<file path="config.mk">
export PLATFORM = sky130hd
export DESIGN_NAME = bms_selector
export DESIGN_NICKNAME = d
export VERILOG_FILES = /design/src/rtl/bms_pkg.sv /design/src/rtl/bms_selector.sv /design/src/rtl/bms_sum.sv /design/src/rtl/bms_sync.sv
export SDC_FILE = /design/constraint.sdc
export NUM_CORES = 1
export LEC_CHECK = 0
export BUFFER_PORTS_ARGS = -buffer_cell sky130_fd_sc_hd__buf_2
export CELL_PAD_IN_SITES_DETAIL_PLACEMENT = 1
export CELL_PAD_IN_SITES_GLOBAL_PLACEMENT = 1
export CORE_ASPECT_RATIO = 0.8
export CORE_UTILIZATION = 43
export CTS_CLUSTER_SIZE = 25
export DETAILED_ROUTE_END_ITERATION = 10
export PLACE_DENSITY_LB_ADDON = 0.2
export SLEW_MARGIN = 30
export SYNTH_ARGS = -nofsm -noshare
export SYNTH_HDL_FRONTEND = slang
export SYNTH_SLANG_ARGS = --single-unit
</file>
<file path="constraint.sdc">
create_clock -name clk_i -period 3.6 [get_ports clk_i]
set_input_delay 0.72 -clock clk_i [delete_from_list [all_inputs] [get_ports clk_i]]
set_output_delay 0.72 -clock clk_i [all_outputs]
set_load 0.02 [all_outputs]
</file>
<file path="src/rtl/bms_pkg.sv">
// Purpose: constants shared by the boot mode selector files
// Assumes: 200 MHz system clock
// Notes: flash words are read one 32-bit word per request

package bms_pkg;

    // ----------------------------------------------------------------
    // timing
    // ----------------------------------------------------------------
    localparam int unsigned CLK_FREQ_MHZ = 200;
    localparam int unsigned SAMPLE_MAX_US = 3000;
    // longest wait in clock cycles, exact product of microseconds and MHz
    localparam int unsigned SAMPLE_WAIT_CYC = SAMPLE_MAX_US * CLK_FREQ_MHZ;
    localparam int unsigned SETTLE_CYC = 16;

    // ----------------------------------------------------------------
    // flash locations
    // ----------------------------------------------------------------
    localparam logic [31:0] VECTOR_BASE_ADDR = 32'h0000_0000;
    localparam logic [31:0] CHECKSUM_ADDR = 32'h0000_001C;
    localparam logic [31:0] CONFIG_WORD_ADDR = 32'h0000_02FC;
    localparam int unsigned VECTOR_WORDS = 8;
    // value of the configuration word that turns entry pin sampling off, chosen freely
    localparam logic [31:0] NO_SAMPLE_CODE = 32'h5A5A_0F0F;

    // ----------------------------------------------------------------
    // retained RAM window
    // ----------------------------------------------------------------
    localparam logic [31:0] KEEP_RAM_LO = 32'h1000_0000;
    localparam logic [31:0] KEEP_RAM_HI = 32'h1000_0050;

    // ----------------------------------------------------------------
    // entry pin choice
    // ----------------------------------------------------------------
    localparam logic [7:0] LOADER_V13_4 = 8'h34;
    localparam logic [1:0] PKG_8_LEAD = 2'h0;
    localparam logic [1:0] PKG_16_LEAD = 2'h1;
    localparam logic [1:0] PKG_20_LEAD = 2'h2;

    // outcome codes
    localparam logic [1:0] OUT_NONE = 2'h0;
    localparam logic [1:0] OUT_USER = 2'h1;
    localparam logic [1:0] OUT_PROG = 2'h2;

endpackage : bms_pkg

</file>
<file path="src/rtl/bms_selector.sv">
// Purpose: decide after reset between user code and serial programming mode
// Assumes: flash answers a word read in one or more cycles via rd_valid_i
// Notes: outcome held until next reset

`timescale 1ns/10ps

module bms_selector #(
    parameter int unsigned SAMPLE_WAIT = bms_pkg::SAMPLE_WAIT_CYC,
    parameter int unsigned SETTLE = bms_pkg::SETTLE_CYC
) (
    // clock and reset
    input wire logic clk_i,
    input wire logic rst_i,
    // device straps and status
    input wire logic [7:0] loader_version_i,
    input wire logic [1:0] package_i,
    input wire logic watchdog_overflow_i,
    // port pins
    input wire logic port0_line0_i,
    input wire logic port0_line1_i,
    input wire logic port0_line12_i,
    output logic port0_line4_o,
    output logic port0_line4_oe_o,
    // serial port side
    output logic serial0_receive_o,
    input wire logic serial0_transmit_i,
    // flash read port
    output logic rd_req_o,
    output logic [31:0] rd_addr_o,
    input wire logic rd_valid_i,
    input wire logic [31:0] rd_data_i,
    // outcome
    output logic done_o,
    output logic user_code_o,
    output logic prog_mode_o
);

    typedef enum {
        BMS_SETTLE,
        BMS_CFG_REQ,
        BMS_CFG_WAIT,
        BMS_SAMPLE,
        BMS_SUM_REQ,
        BMS_SUM_WAIT,
        BMS_CHECK,
        BMS_DONE
    } bms_state_e;

    bms_state_e state_q;
    bms_state_e state_d;
    logic [23:0] wait_q;
    logic [3:0] word_q;
    logic no_sample_q;
    logic wdog_q;
    logic [7:0] ver_q;
    logic [1:0] pkg_q;
    logic [1:0] outcome_q;
    logic [1:0] outcome_d;
    logic [31:0] sum;
    logic line1_sync;
    logic line12_sync;
    logic line0_sync;

    // --------------------------------------------------------------
    // pin synchronisers
    // --------------------------------------------------------------
    bms_sync #(.RESET_VAL(1'b1)) u_sync_l1 (
        .clk_i(clk_i),
        .rst_i(rst_i),
        .async_i(port0_line1_i),
        .sync_o(line1_sync)
    );
    bms_sync #(.RESET_VAL(1'b1)) u_sync_l12 (
        .clk_i(clk_i),
        .rst_i(rst_i),
        .async_i(port0_line12_i),
        .sync_o(line12_sync)
    );
    bms_sync #(.RESET_VAL(1'b1)) u_sync_l0 (
        .clk_i(clk_i),
        .rst_i(rst_i),
        .async_i(port0_line0_i),
        .sync_o(line0_sync)
    );

    // --------------------------------------------------------------
    // decode
    // --------------------------------------------------------------
    // entry pin choice
    wire new_loader = (ver_q >= bms_pkg::LOADER_V13_4);
    wire use_line12 = new_loader && (pkg_q != bms_pkg::PKG_8_LEAD);
    wire entry_pin = use_line12 ? line12_sync : line1_sync;
    // low pin asks for programming mode
    wire prog_request = ~entry_pin;
    wire settled = (wait_q == 24'(SETTLE));
    wire sample_late = (wait_q >= 24'(SAMPLE_WAIT - 1));
    wire code_valid = (sum == 32'h0000_0000);
    wire cfg_hit = rd_valid_i && (state_q == BMS_CFG_WAIT);
    wire sum_add = rd_valid_i && (state_q == BMS_SUM_WAIT);
    wire sum_clear = (state_q == BMS_SETTLE);
    wire last_word = (word_q == 4'(bms_pkg::VECTOR_WORDS - 1));

    bms_sum #(.WIDTH(32)) u_sum (
        .clk_i(clk_i),
        .rst_i(rst_i),
        .clear_i(sum_clear),
        .add_i(sum_add),
        .word_i(rd_data_i),
        .sum_o(sum)
    );

    // --------------------------------------------------------------
    // next state
    // --------------------------------------------------------------
    // sequence always restarts from reset
    always_comb begin
        state_d = state_q;
        outcome_d = outcome_q;
        case (state_q)
            BMS_SETTLE: begin
                if (settled) begin
                    state_d = BMS_CFG_REQ;
                end
            end
            BMS_CFG_REQ: begin
                state_d = BMS_CFG_WAIT;
            end
            BMS_CFG_WAIT: begin
                if (rd_valid_i) begin
                    state_d = BMS_SAMPLE;
                end
            end
            BMS_SAMPLE: begin
                if (wdog_q || no_sample_q) begin
                    state_d = BMS_SUM_REQ;
                end else if (prog_request) begin
                    state_d = BMS_DONE;
                    outcome_d = bms_pkg::OUT_PROG;
                end else begin
                    state_d = BMS_SUM_REQ;
                end
            end
            BMS_SUM_REQ: begin
                state_d = BMS_SUM_WAIT;
            end
            BMS_SUM_WAIT: begin
                if (rd_valid_i) begin
                    state_d = last_word ? BMS_CHECK : BMS_SUM_REQ;
                end
            end
            BMS_CHECK: begin
                // run user code or fall back
                state_d = BMS_DONE;
                outcome_d = code_valid ? bms_pkg::OUT_USER : bms_pkg::OUT_PROG;
            end
            BMS_DONE: begin
                state_d = BMS_DONE;
            end
            default: begin
                state_d = BMS_SETTLE;
            end
        endcase
    end

    // --------------------------------------------------------------
    // state and counters
    // --------------------------------------------------------------
    always_ff @(posedge clk_i or posedge rst_i) begin
        if (rst_i) begin
            state_q <= BMS_SETTLE;
            outcome_q <= bms_pkg::OUT_NONE;
        end else begin
            state_q <= state_d;
            outcome_q <= outcome_d;
        end
    end

    always_ff @(posedge clk_i or posedge rst_i) begin
        if (rst_i) begin
            wait_q <= '0;
        end else if (!sample_late) begin
            wait_q <= wait_q + 24'h00_0001;
        end
    end

    // straps caught on every clock while in BMS_SETTLE, not by the reset
    always_ff @(posedge clk_i or posedge rst_i) begin
        if (rst_i) begin
            ver_q <= 8'h00;
            pkg_q <= 2'h0;
            wdog_q <= 1'b0;
        end else if (state_q == BMS_SETTLE) begin
            ver_q <= loader_version_i;
            pkg_q <= package_i;
            wdog_q <= watchdog_overflow_i;
        end
    end

    always_ff @(posedge clk_i or posedge rst_i) begin
        if (rst_i) begin
            no_sample_q <= 1'b0;
        end else if (cfg_hit) begin
            no_sample_q <= (rd_data_i == bms_pkg::NO_SAMPLE_CODE);
        end
    end

    // word index into the vector table
    always_ff @(posedge clk_i or posedge rst_i) begin
        if (rst_i) begin
            word_q <= '0;
        end else if (sum_add) begin
            word_q <= word_q + 4'h1;
        end
    end

    // --------------------------------------------------------------
    // flash reads
    // --------------------------------------------------------------
    // only flash addresses are ever issued, RAM stays untouched
    assign rd_req_o = (state_q == BMS_CFG_REQ) || (state_q == BMS_SUM_REQ);
    assign rd_addr_o = (state_q == BMS_CFG_REQ) ? bms_pkg::CONFIG_WORD_ADDR
                     : bms_pkg::VECTOR_BASE_ADDR + {26'h0, word_q, 2'h0};

    // --------------------------------------------------------------
    // outputs
    // --------------------------------------------------------------
    // registered outcome
    assign done_o = (outcome_q != bms_pkg::OUT_NONE);
    assign user_code_o = (outcome_q == bms_pkg::OUT_USER);
    assign prog_mode_o = (outcome_q == bms_pkg::OUT_PROG);

    // pin routing in programming mode, transmit idles high otherwise
    assign serial0_receive_o = prog_mode_o ? line0_sync : 1'b1;
    assign port0_line4_o = prog_mode_o ? serial0_transmit_i : 1'b1;
    assign port0_line4_oe_o = prog_mode_o;

    // --------------------------------------------------------------
    // checks
    // --------------------------------------------------------------
    a_outcome_stable: assert property (
        @(posedge clk_i) disable iff (rst_i)
        done_o |=> ($stable(outcome_q) && done_o))
        else $error("outcome changed after decision");

    a_pin_prog: assert property (
        @(posedge clk_i) disable iff (rst_i)
        (state_q == BMS_SAMPLE && !wdog_q && !no_sample_q && prog_request) |=> prog_mode_o)
        else $error("low entry pin did not select programming");

    a_wdog_skip: assert property (
        @(posedge clk_i) disable iff (rst_i)
        (state_q == BMS_SAMPLE && wdog_q) |=> state_q == BMS_SUM_REQ)
        else $error("watchdog did not skip pin");

    a_cfg_skip: assert property (
        @(posedge clk_i) disable iff (rst_i)
        (state_q == BMS_SAMPLE && no_sample_q) |=> !done_o)
        else $error("disabled pin sampling still decided");

    a_pin_high: assert property (
        @(posedge clk_i) disable iff (rst_i)
        (state_q == BMS_SAMPLE && !wdog_q && !no_sample_q && !prog_request) |=> state_q == BMS_SUM_REQ)
        else $error("high pin did not start search");

    a_code_check: assert property (
        @(posedge clk_i) disable iff (rst_i)
        (state_q == BMS_CHECK) |=> (user_code_o == $past(code_valid)) && (prog_mode_o != $past(code_valid)))
        else $error("wrong outcome after checksum");

    a_tx_route: assert property (
        @(posedge clk_i) disable iff (rst_i)
        prog_mode_o |-> (port0_line4_oe_o && port0_line4_o == serial0_transmit_i))
        else $error("transmit not routed");

    a_pin_select: assert property (
        @(posedge clk_i) disable iff (rst_i)
        (ver_q < bms_pkg::LOADER_V13_4 || pkg_q == bms_pkg::PKG_8_LEAD) |-> entry_pin == line1_sync)
        else $error("wrong entry pin chosen");

    a_ram_untouched: assert property (
        @(posedge clk_i) disable iff (rst_i)
        rd_req_o |-> !(rd_addr_o >= bms_pkg::KEEP_RAM_LO && rd_addr_o <= bms_pkg::KEEP_RAM_HI))
        else $error("read in retained window");

    a_sample_from_reset: assert property (
        @(posedge clk_i) disable iff (rst_i)
        (state_q == BMS_SETTLE) |-> !done_o)
        else $error("decision before sequence");

    a_sample_time: assert property (
        @(posedge clk_i) disable iff (rst_i)
        (state_q == BMS_SAMPLE && !wdog_q && !no_sample_q) |=> (prog_mode_o == $past(prog_request)))
        else $error("sampled pin level not obeyed");

    a_sample_deadline: assert property (
        @(posedge clk_i) disable iff (rst_i)
        sample_late |-> (state_q != BMS_SETTLE && state_q != BMS_CFG_REQ && state_q != BMS_CFG_WAIT))
        else $error("entry pin not sampled in time");

endmodule : bms_selector

</file>
<file path="src/rtl/bms_sum.sv">
// Purpose: running 32-bit sum of vector table words
// Assumes: words arrive one per valid pulse
// Notes: wraps modulo two to the thirty-second

`timescale 1ns/10ps

module bms_sum #(
    parameter int unsigned WIDTH = 32
) (
    // clock and reset
    input wire logic clk_i,
    input wire logic rst_i,
    // control
    input wire logic clear_i,
    input wire logic add_i,
    input wire logic [WIDTH-1:0] word_i,
    // result
    output logic [WIDTH-1:0] sum_o
);

    // --------------------------------------------------------------
    // accumulator, carry out dropped on purpose
    // --------------------------------------------------------------
    always_ff @(posedge clk_i or posedge rst_i) begin
        if (rst_i) begin
            sum_o <= '0;
        end else if (clear_i) begin
            sum_o <= '0;
        end else if (add_i) begin
            sum_o <= sum_o + word_i;
        end
    end

endmodule : bms_sum

</file>
<file path="src/rtl/bms_sync.sv">
// Purpose: two flip-flop synchroniser for a pin level
// Assumes: one clock, asynchronous active high reset
// Notes: first stage is read only by the second stage

`timescale 1ns/10ps

module bms_sync #(
    parameter logic RESET_VAL = 1'b1
) (
    // clock and reset
    input wire logic clk_i,
    input wire logic rst_i,
    // level
    input wire logic async_i,
    output logic sync_o
);

    logic meta_q;

    // --------------------------------------------------------------
    // two stages
    // --------------------------------------------------------------
    always_ff @(posedge clk_i or posedge rst_i) begin
        if (rst_i) begin
            meta_q <= RESET_VAL;
            sync_o <= RESET_VAL;
        end else begin
            meta_q <= async_i;
            sync_o <= meta_q;
        end
    end

endmodule : bms_sync
</file>
==> results of run 1 <==
registers in the layout, indices dropped and copies added, names as in the netlist:
name and count:
outcome_q 2, wdog_q 1, u_sync_l0.meta_q 1, u_sync_l12.meta_q 1, u_sum.sum_o 32, no_sample_q 1, state_q 3, wait_q 24
u_sync_l1.sync_o 1, u_sync_l0.sync_o 1, word_q 4, ver_q 6, u_sync_l1.meta_q 1, u_sync_l12.sync_o 1, pkg_q 2
critical path, cell delays in order:
cell	delay, ps
buf_2	100
ha_1	180
inv_1	60
fa_1	410
nor2b_1	260
o31ai_4	110
a211oi_2	300
a2111oi_4	140
o21ai_2	260
a21oi_1	130
or4b_1	480
nand3_1	90
per-layer routing:
metal  GRT usage [%]  vias to the layer above
li1                -                     2158
met1            31.5                     2188
met2            38.3                      106
met3            4.44                       18
met4            5.47                        0
met5               0                        -
worst paths after layout:
path / endpoint / depth (start not counted)
max: u_sum.sum_o[28] / 12
min: u_sync_l0.sync_o / 0
max reg2reg: u_sum.sum_o[28] / 11
min reg2reg: u_sync_l0.sync_o / 0
max in group asynchronous: u_sync_l1.sync_o / 3
min in group asynchronous: u_sum.sum_o[20] / 2
Yosys cell counts (15+ instances only):
cell and number:
a21oi_1 38, nand4_1 15, o21ai_1 24, dfrtp_1 75, inv_1 18, clkbuf_1 20, nand3_1 44, nand2_1 41
nor2_1 23, o21ai_0 22, xnor2_1 27, xor2_1 17, ha_1 34, buf_4 28
kinds of logic (layout without fill, tap and decap cells):
group | Yosys count | count (layout) | share of synthesized area, %
xor+xnor | 44 | 44 | 7.21
mux | 12 | 12 | 2.46
flops | 81 | 81 | 38.1
compound gates | 143 | 143 | 17.3
other cells | 1 | 25 | 0.0702
fa+ha+maj | 35 | 35 | 8.34
simple gates | 193 | 193 | 19.5
buf+inv | 72 | 101 | 7.05
layout by cell type, fill, tap and decap left out, types with 7 or more instances in the layout:
cell type,n
nand2b_1,7
a21oi_1,38
nand3_1,44
nor4_1,10
a21o_1,9
nor2_1,23
inv_1,17
dfrtp_1,75
xor2_1,17
a31oi_1,12
clkbuf_16,9
conb_1,25
nand2_1,41
o21ai_0,22
nand4_1,15
nor3_1,7
buf_2,61
o21ai_1,24
ha_1,34
xnor2_1,27
mux2_2,7
report_power, final:
part           switching [mW]  internal [mW]  total (mW)  leakage [nW]
registers               0.226           1.14        1.36          1.00
clock network           0.405          0.550       0.955         0.149
logic                    1.24          0.850        2.09          1.57
total                    1.87           2.54        4.41          2.72
final cells by class:
| class | instances | share of cell area [%] |
|---|---|---|
| Sequential cell | 81 | 34.0 |
| Timing Repair Buffer | 66 | 5.94 |
| Clock inverter | 7 | 1.40 |
| Clock buffer | 9 | 3.76 |
| Multi-Input combinational cell | 452 | 50.5 |
| Tap cell | 152 | 3.18 |
| Inverter | 19 | 1.23 |
==> impl_results.md, run 1 <==
- Status: completed
- Post-Layout Cell Count: 786
- Worst slew pin tran: 655 ps
- Die Span Y: 102 um
- Syn avg cell area: 9.20 um^2
- Total core area: 12200 um^2
- Relative slew slack: 56.3%
- Vias per Instance: 5.69
- Critical path endpoint category: register
- Skew-Pair Late Insertion Delay: 340 ps
- Final min period: 2970 ps
- Routed wl met3: 576 um
- Highest metal layer with signal wires: met4
- Critical path startpoint category: input pin
- Clock tree buffer depth: 2
- Hold Buf Count CTS: 0
- Post-place instance area: 5680 um^2
- Power Total: 4.41 mW
- GRT Overall Usage: 23.2%
- Endpoints failing hold: 0
- Register area share after synthesis: 38.1%
- Number of CTS-inserted buffers: 9
- Maxcap violations: 0
- Layout Nets: 714
- Post-route ant nets: 0
- Reg2reg setup slack: 700 ps
- Worst Path Class, Setup: input pin to register
- Die ar.: 12900 um^2
- # DRC: 0
- Setup WS pre-CTS: 288 ps
- HPWL after DPL: 10500 um
- Multi-input logic area: 3020 um^2
- Placed Instances: 770
- GR Overflow Total: 0
- EDFF count, synth: 0
- Layout cells sized above 1: 18.0%
- Unrepaired setup endpoints after global routing: no
- Io pins: 89
- Design Area, Final: 5990 um^2
- Crit path from: rd_data_i[0]
- Hold path start: u_sync_l0.meta_q
- Worst R2R Start: u_sum.sum_o[0]
- Synth warn: 0
- Vias in the first global route: 4583
- Inserted Diodes: 0
- Pwr/cell area: 737 nW/um^2
- Primary FF master, synth: dfrtp_1
- Pins Over Slew Limit: 0
- Rows: 36
- Number of synthesized register bits: 81
- CP required: 3870 ps
- Synth area leaders: dfrtp_1 35%, ha_1 8.0%, xnor2_1 4.4%
- CTS tree: done
- Input/output buffers: 61
- Min-delay worst type: register to register
- Achievable frequency: 336 MHz
- DR pass1 iterations: 4
- Die width: 127 um
- Fin crit share: 82.6%
- Initial antenna violation count: 0
- Clock sinks: 81
- Netlist cell types: 67
- H-tree depth: 3
- Final worst slack: 628 ps
- Worst Skew: 6.39 ps
- Final setup violation count: 0
- First DRT Iteration DRCs: 161
- Util after Layout: 49.2%
- Yosys top cell by area: dfrtp_1
- Fraction of registers with async set/reset: 100%
- CP arrival: 3240 ps
- Peak VDD IR: 0.235 mV
- Worst hold slack: 361 ps
- Leakage: 2.72 nW
- Clock transition at the registers of the reported paths: 60 ps
- Filler cells: 1463
- DRT Wirelength: 14200 um
- Reg area: 2030 um^2
- Root buf cell: clkbuf_16
- Mapped Area: 5340 um^2
- TNS Setup: 0 ps
- # resized after CTS: 0
- WL met1: 6980 um
- Met2 routed WL: 6490 um
- Post-CTS Setup Bufs: 0
- Via count: 4470
- GP Congestion: 0.830
- Largest net degree at the start of global routing: 48
- Yosys top cell area share: 35.1%
- Syn Inst Count: 581
- First-pass GRT wire length: 23300 um
- Syn-to-layout area delta: 12.0%
- Initial Utilization: 43.9%
- Routed wire per std cell: 18.1 um
- Worst-path fanout max: 5
Power figures use the tool's default switching activity.
==> inputs of run 2 (changes only) <==
- clock period: 3.6 -> 2.8 ns (I/O delays scaled with it)
==> impl_results.md, run 2 (synthesis gave the netlist of run 1 again) <==
- CP required: 3080 ps (-790 ps)
- Fin crit share: 95.1%
- Vias in the first global route: 4622 (+0.85%)
- Top reg by flops: u_sum.sum_o
- CP arrival: 2950 ps (-290 ps)
- Layout Nets: 765 (+7.1%)
- Clock transition at the registers of the reported paths: 70 ps (about the same)
- Input/output buffers: 61 (unchanged)
- Initial antenna violation count: 0 (unchanged)
- Pwr/cell area: 981 nW/um^2 (+33%)
- Critical path endpoint category: register
- Reg power frac: 27.9% (-3.0 points)
- Vias per Instance: 5.55 (-2.4%)
- Final setup violation count: 0 (unchanged)
- Status: completed
- Hold Buf Count CTS: 0 (unchanged)
- Sw Ratio: 40.9% (-1.5 points)
- Clock sinks: 81 (unchanged)
- Worst Path Class, Setup: register to register
- Rows: 36 (unchanged)
- Setup WS pre-CTS: -323 ps (-611 ps)
- Die width: 127 um (unchanged)
- Largest registers: u_sum.sum_o x32, wait_q x24, ver_q x6
- Design Area, Final: 6410 um^2 (+7.2%)
- Total core area: 12200 um^2 (unchanged)
- Min-delay worst type: input pin to async pin
- Power share of the combinational group: 50.7% (+3.2 points)
- Io pins: 89 (unchanged)
- Leakage: 2.99 nW (+9.9%)
- DR pass1 iterations: 4 (unchanged)
- Util after Layout: 52.7% (+3.5 points)
- First-pass GRT wire length: 24300 um (+4.2%)
- Initial Utilization: 43.9% (unchanged)
- Max reg flops: 32 (unchanged)
- Routed wire per std cell: 17.9 um (-1.1%)
- Pins Over Slew Limit: 0 (unchanged)
- Post-place instance area: 6050 um^2 (+6.6%)
- TNS Setup: 0 ps (unchanged)
- Internal power: 3.71 mW (+46%)
- Critical path startpoint category: register
- Commonest non-fill, non-tap cell in the layout: dfrtp_1
- Layout cells sized above 1: 24.5% (+6.5 points)
- Worst Skew: 9.50 ps (+3.11 ps)
- Via count: 4645 (+3.9%)
- Net switching power: 2.58 mW (+37%)
- Achievable frequency: 375 MHz
- H-tree depth: 3 (unchanged)
- GRT Overall Usage: 24.4% (+1.2 points)
- GP Congestion: 0.805 (-3.1%)
- Clock tree buffer depth: 2 (unchanged)
- CTS tree: done
- Skew-Pair Late Insertion Delay: 350 ps (about the same)
- Inserted Diodes: 0 (unchanged)
- Number of CTS-inserted buffers: 9 (unchanged)
- Worst-path fanout max: 4 (-1)
- Worst R2R Start: u_sum.sum_o[0]
- Largest net degree at the start of global routing: 47 (-2.1%)
- Maxcap violations: 0 (unchanged)
- Crit path from: u_sum.sum_o[0]
- Die ar.: 12900 um^2 (unchanged)
- Endpoints failing hold: 0 (unchanged)
- Worst slew pin tran: 694 ps (+39.3 ps)
- Relative slew slack: 53.1% (-3.3 points)
- Root buf cell: clkbuf_16
- HPWL after DPL: 11300 um (+7.1%)
- Most frequent cells in the layout: 75 x dfrtp_1, 61 x buf_2, 54 x buf_4
- Die Span Y: 102 um (unchanged)
- Final min period: 2660 ps
- Final worst slack: 137 ps (-491 ps)
- First DRT Iteration DRCs: 196 (+22%)
- Syn-to-layout area delta: 20.1%
- GR Overflow Total: 0 (unchanged)
- Post-route ant nets: 0 (unchanged)
- Peak VDD IR: 0.492 mV (+110%)
- # DRC: 0 (unchanged)
- Unrepaired setup endpoints after global routing: no
- DRT Wirelength: 15000 um (+5.3%)
- Clock power share: 21.4% (-0.2 points)
-- run 2: power groups by stage --
stage | Combinational [mW] | Sequential (mW) | Clock [mW]
5_1_grt | 3.53 | 1.80 | 1.42
3_3_place_gp | 2.98 | 1.74 | 0
4_1_cts | 3.15 | 1.75 | 1.38
2_1_floorplan | 2.12 | 1.65 | 0
6_report | 3.19 | 1.76 | 1.34
3_5_place_dp | 3.10 | 1.77 | 0
-- run 2: metal layers --
metal	vias to the layer above	routed length (um)	track usage (%)	part of all wire (%)
met3	9	697	5.44	4.7
met2	111	6910	39.2	46
li1	2254	-	-	-
met5	-	0	0	0
met1	2271	7270	33.7	49
met4	0	89	5.00	0.59
-- run 2: cell type report --
type | count | area [um^2]
clock buffers | 9 | 225
clock inverters | 7 | 106
fillers | 1438 | 5750
inverters | 19 | 72.6
multi-input cells | 452 | 3040
flip-flops and latches | 81 | 2030
well taps | 152 | 190
repair buffers | 117 | 746
-- run 2: final timing paths --
kind,to,slack (ps),depth (start not counted)
worst max-delay path,u_sum.sum_o[28],140,12
worst min-delay path,u_sum.sum_o[23],290,2
worst max register to register,u_sum.sum_o[28],140,12
max in group asynchronous,u_sync_l0.meta_q,1780,3
min in group clk_i,u_sync_l1.meta_q,300,1
worst min register to register,u_sync_l0.sync_o,360,0
-- run 2: timing repair --
item                                    4_1_cts  5_1_grt
pin swaps                                     1        4
endpoints found under the setup margin        1        3
hold endpoints to repair                      0        0
gates resized for setup                       3        2
buffers inserted                              1        1
-- run 2: stage by stage --
stage	cells	power [mW]	hold slack, ps
after floorplan	605	3.77	345
after global placement	818	4.72	346
after detailed placement	819	4.86	349
after CTS	836	6.28	288
after global routing	837	6.75	287
final	837	6.29	290
-- run 2: worst max-delay path, stage by stage, from the launching register on --
cell and delay, ps:
dfrtp_1 380, ha_2 200, inv_1 60, fa_2 370, nor2b_4 160, o31ai_4 100
a211oi_2 310, a2111oi_4 50, buf_4 170, o21ai_2 160, a21oi_1 100, or4b_1 470
nand3_1 80
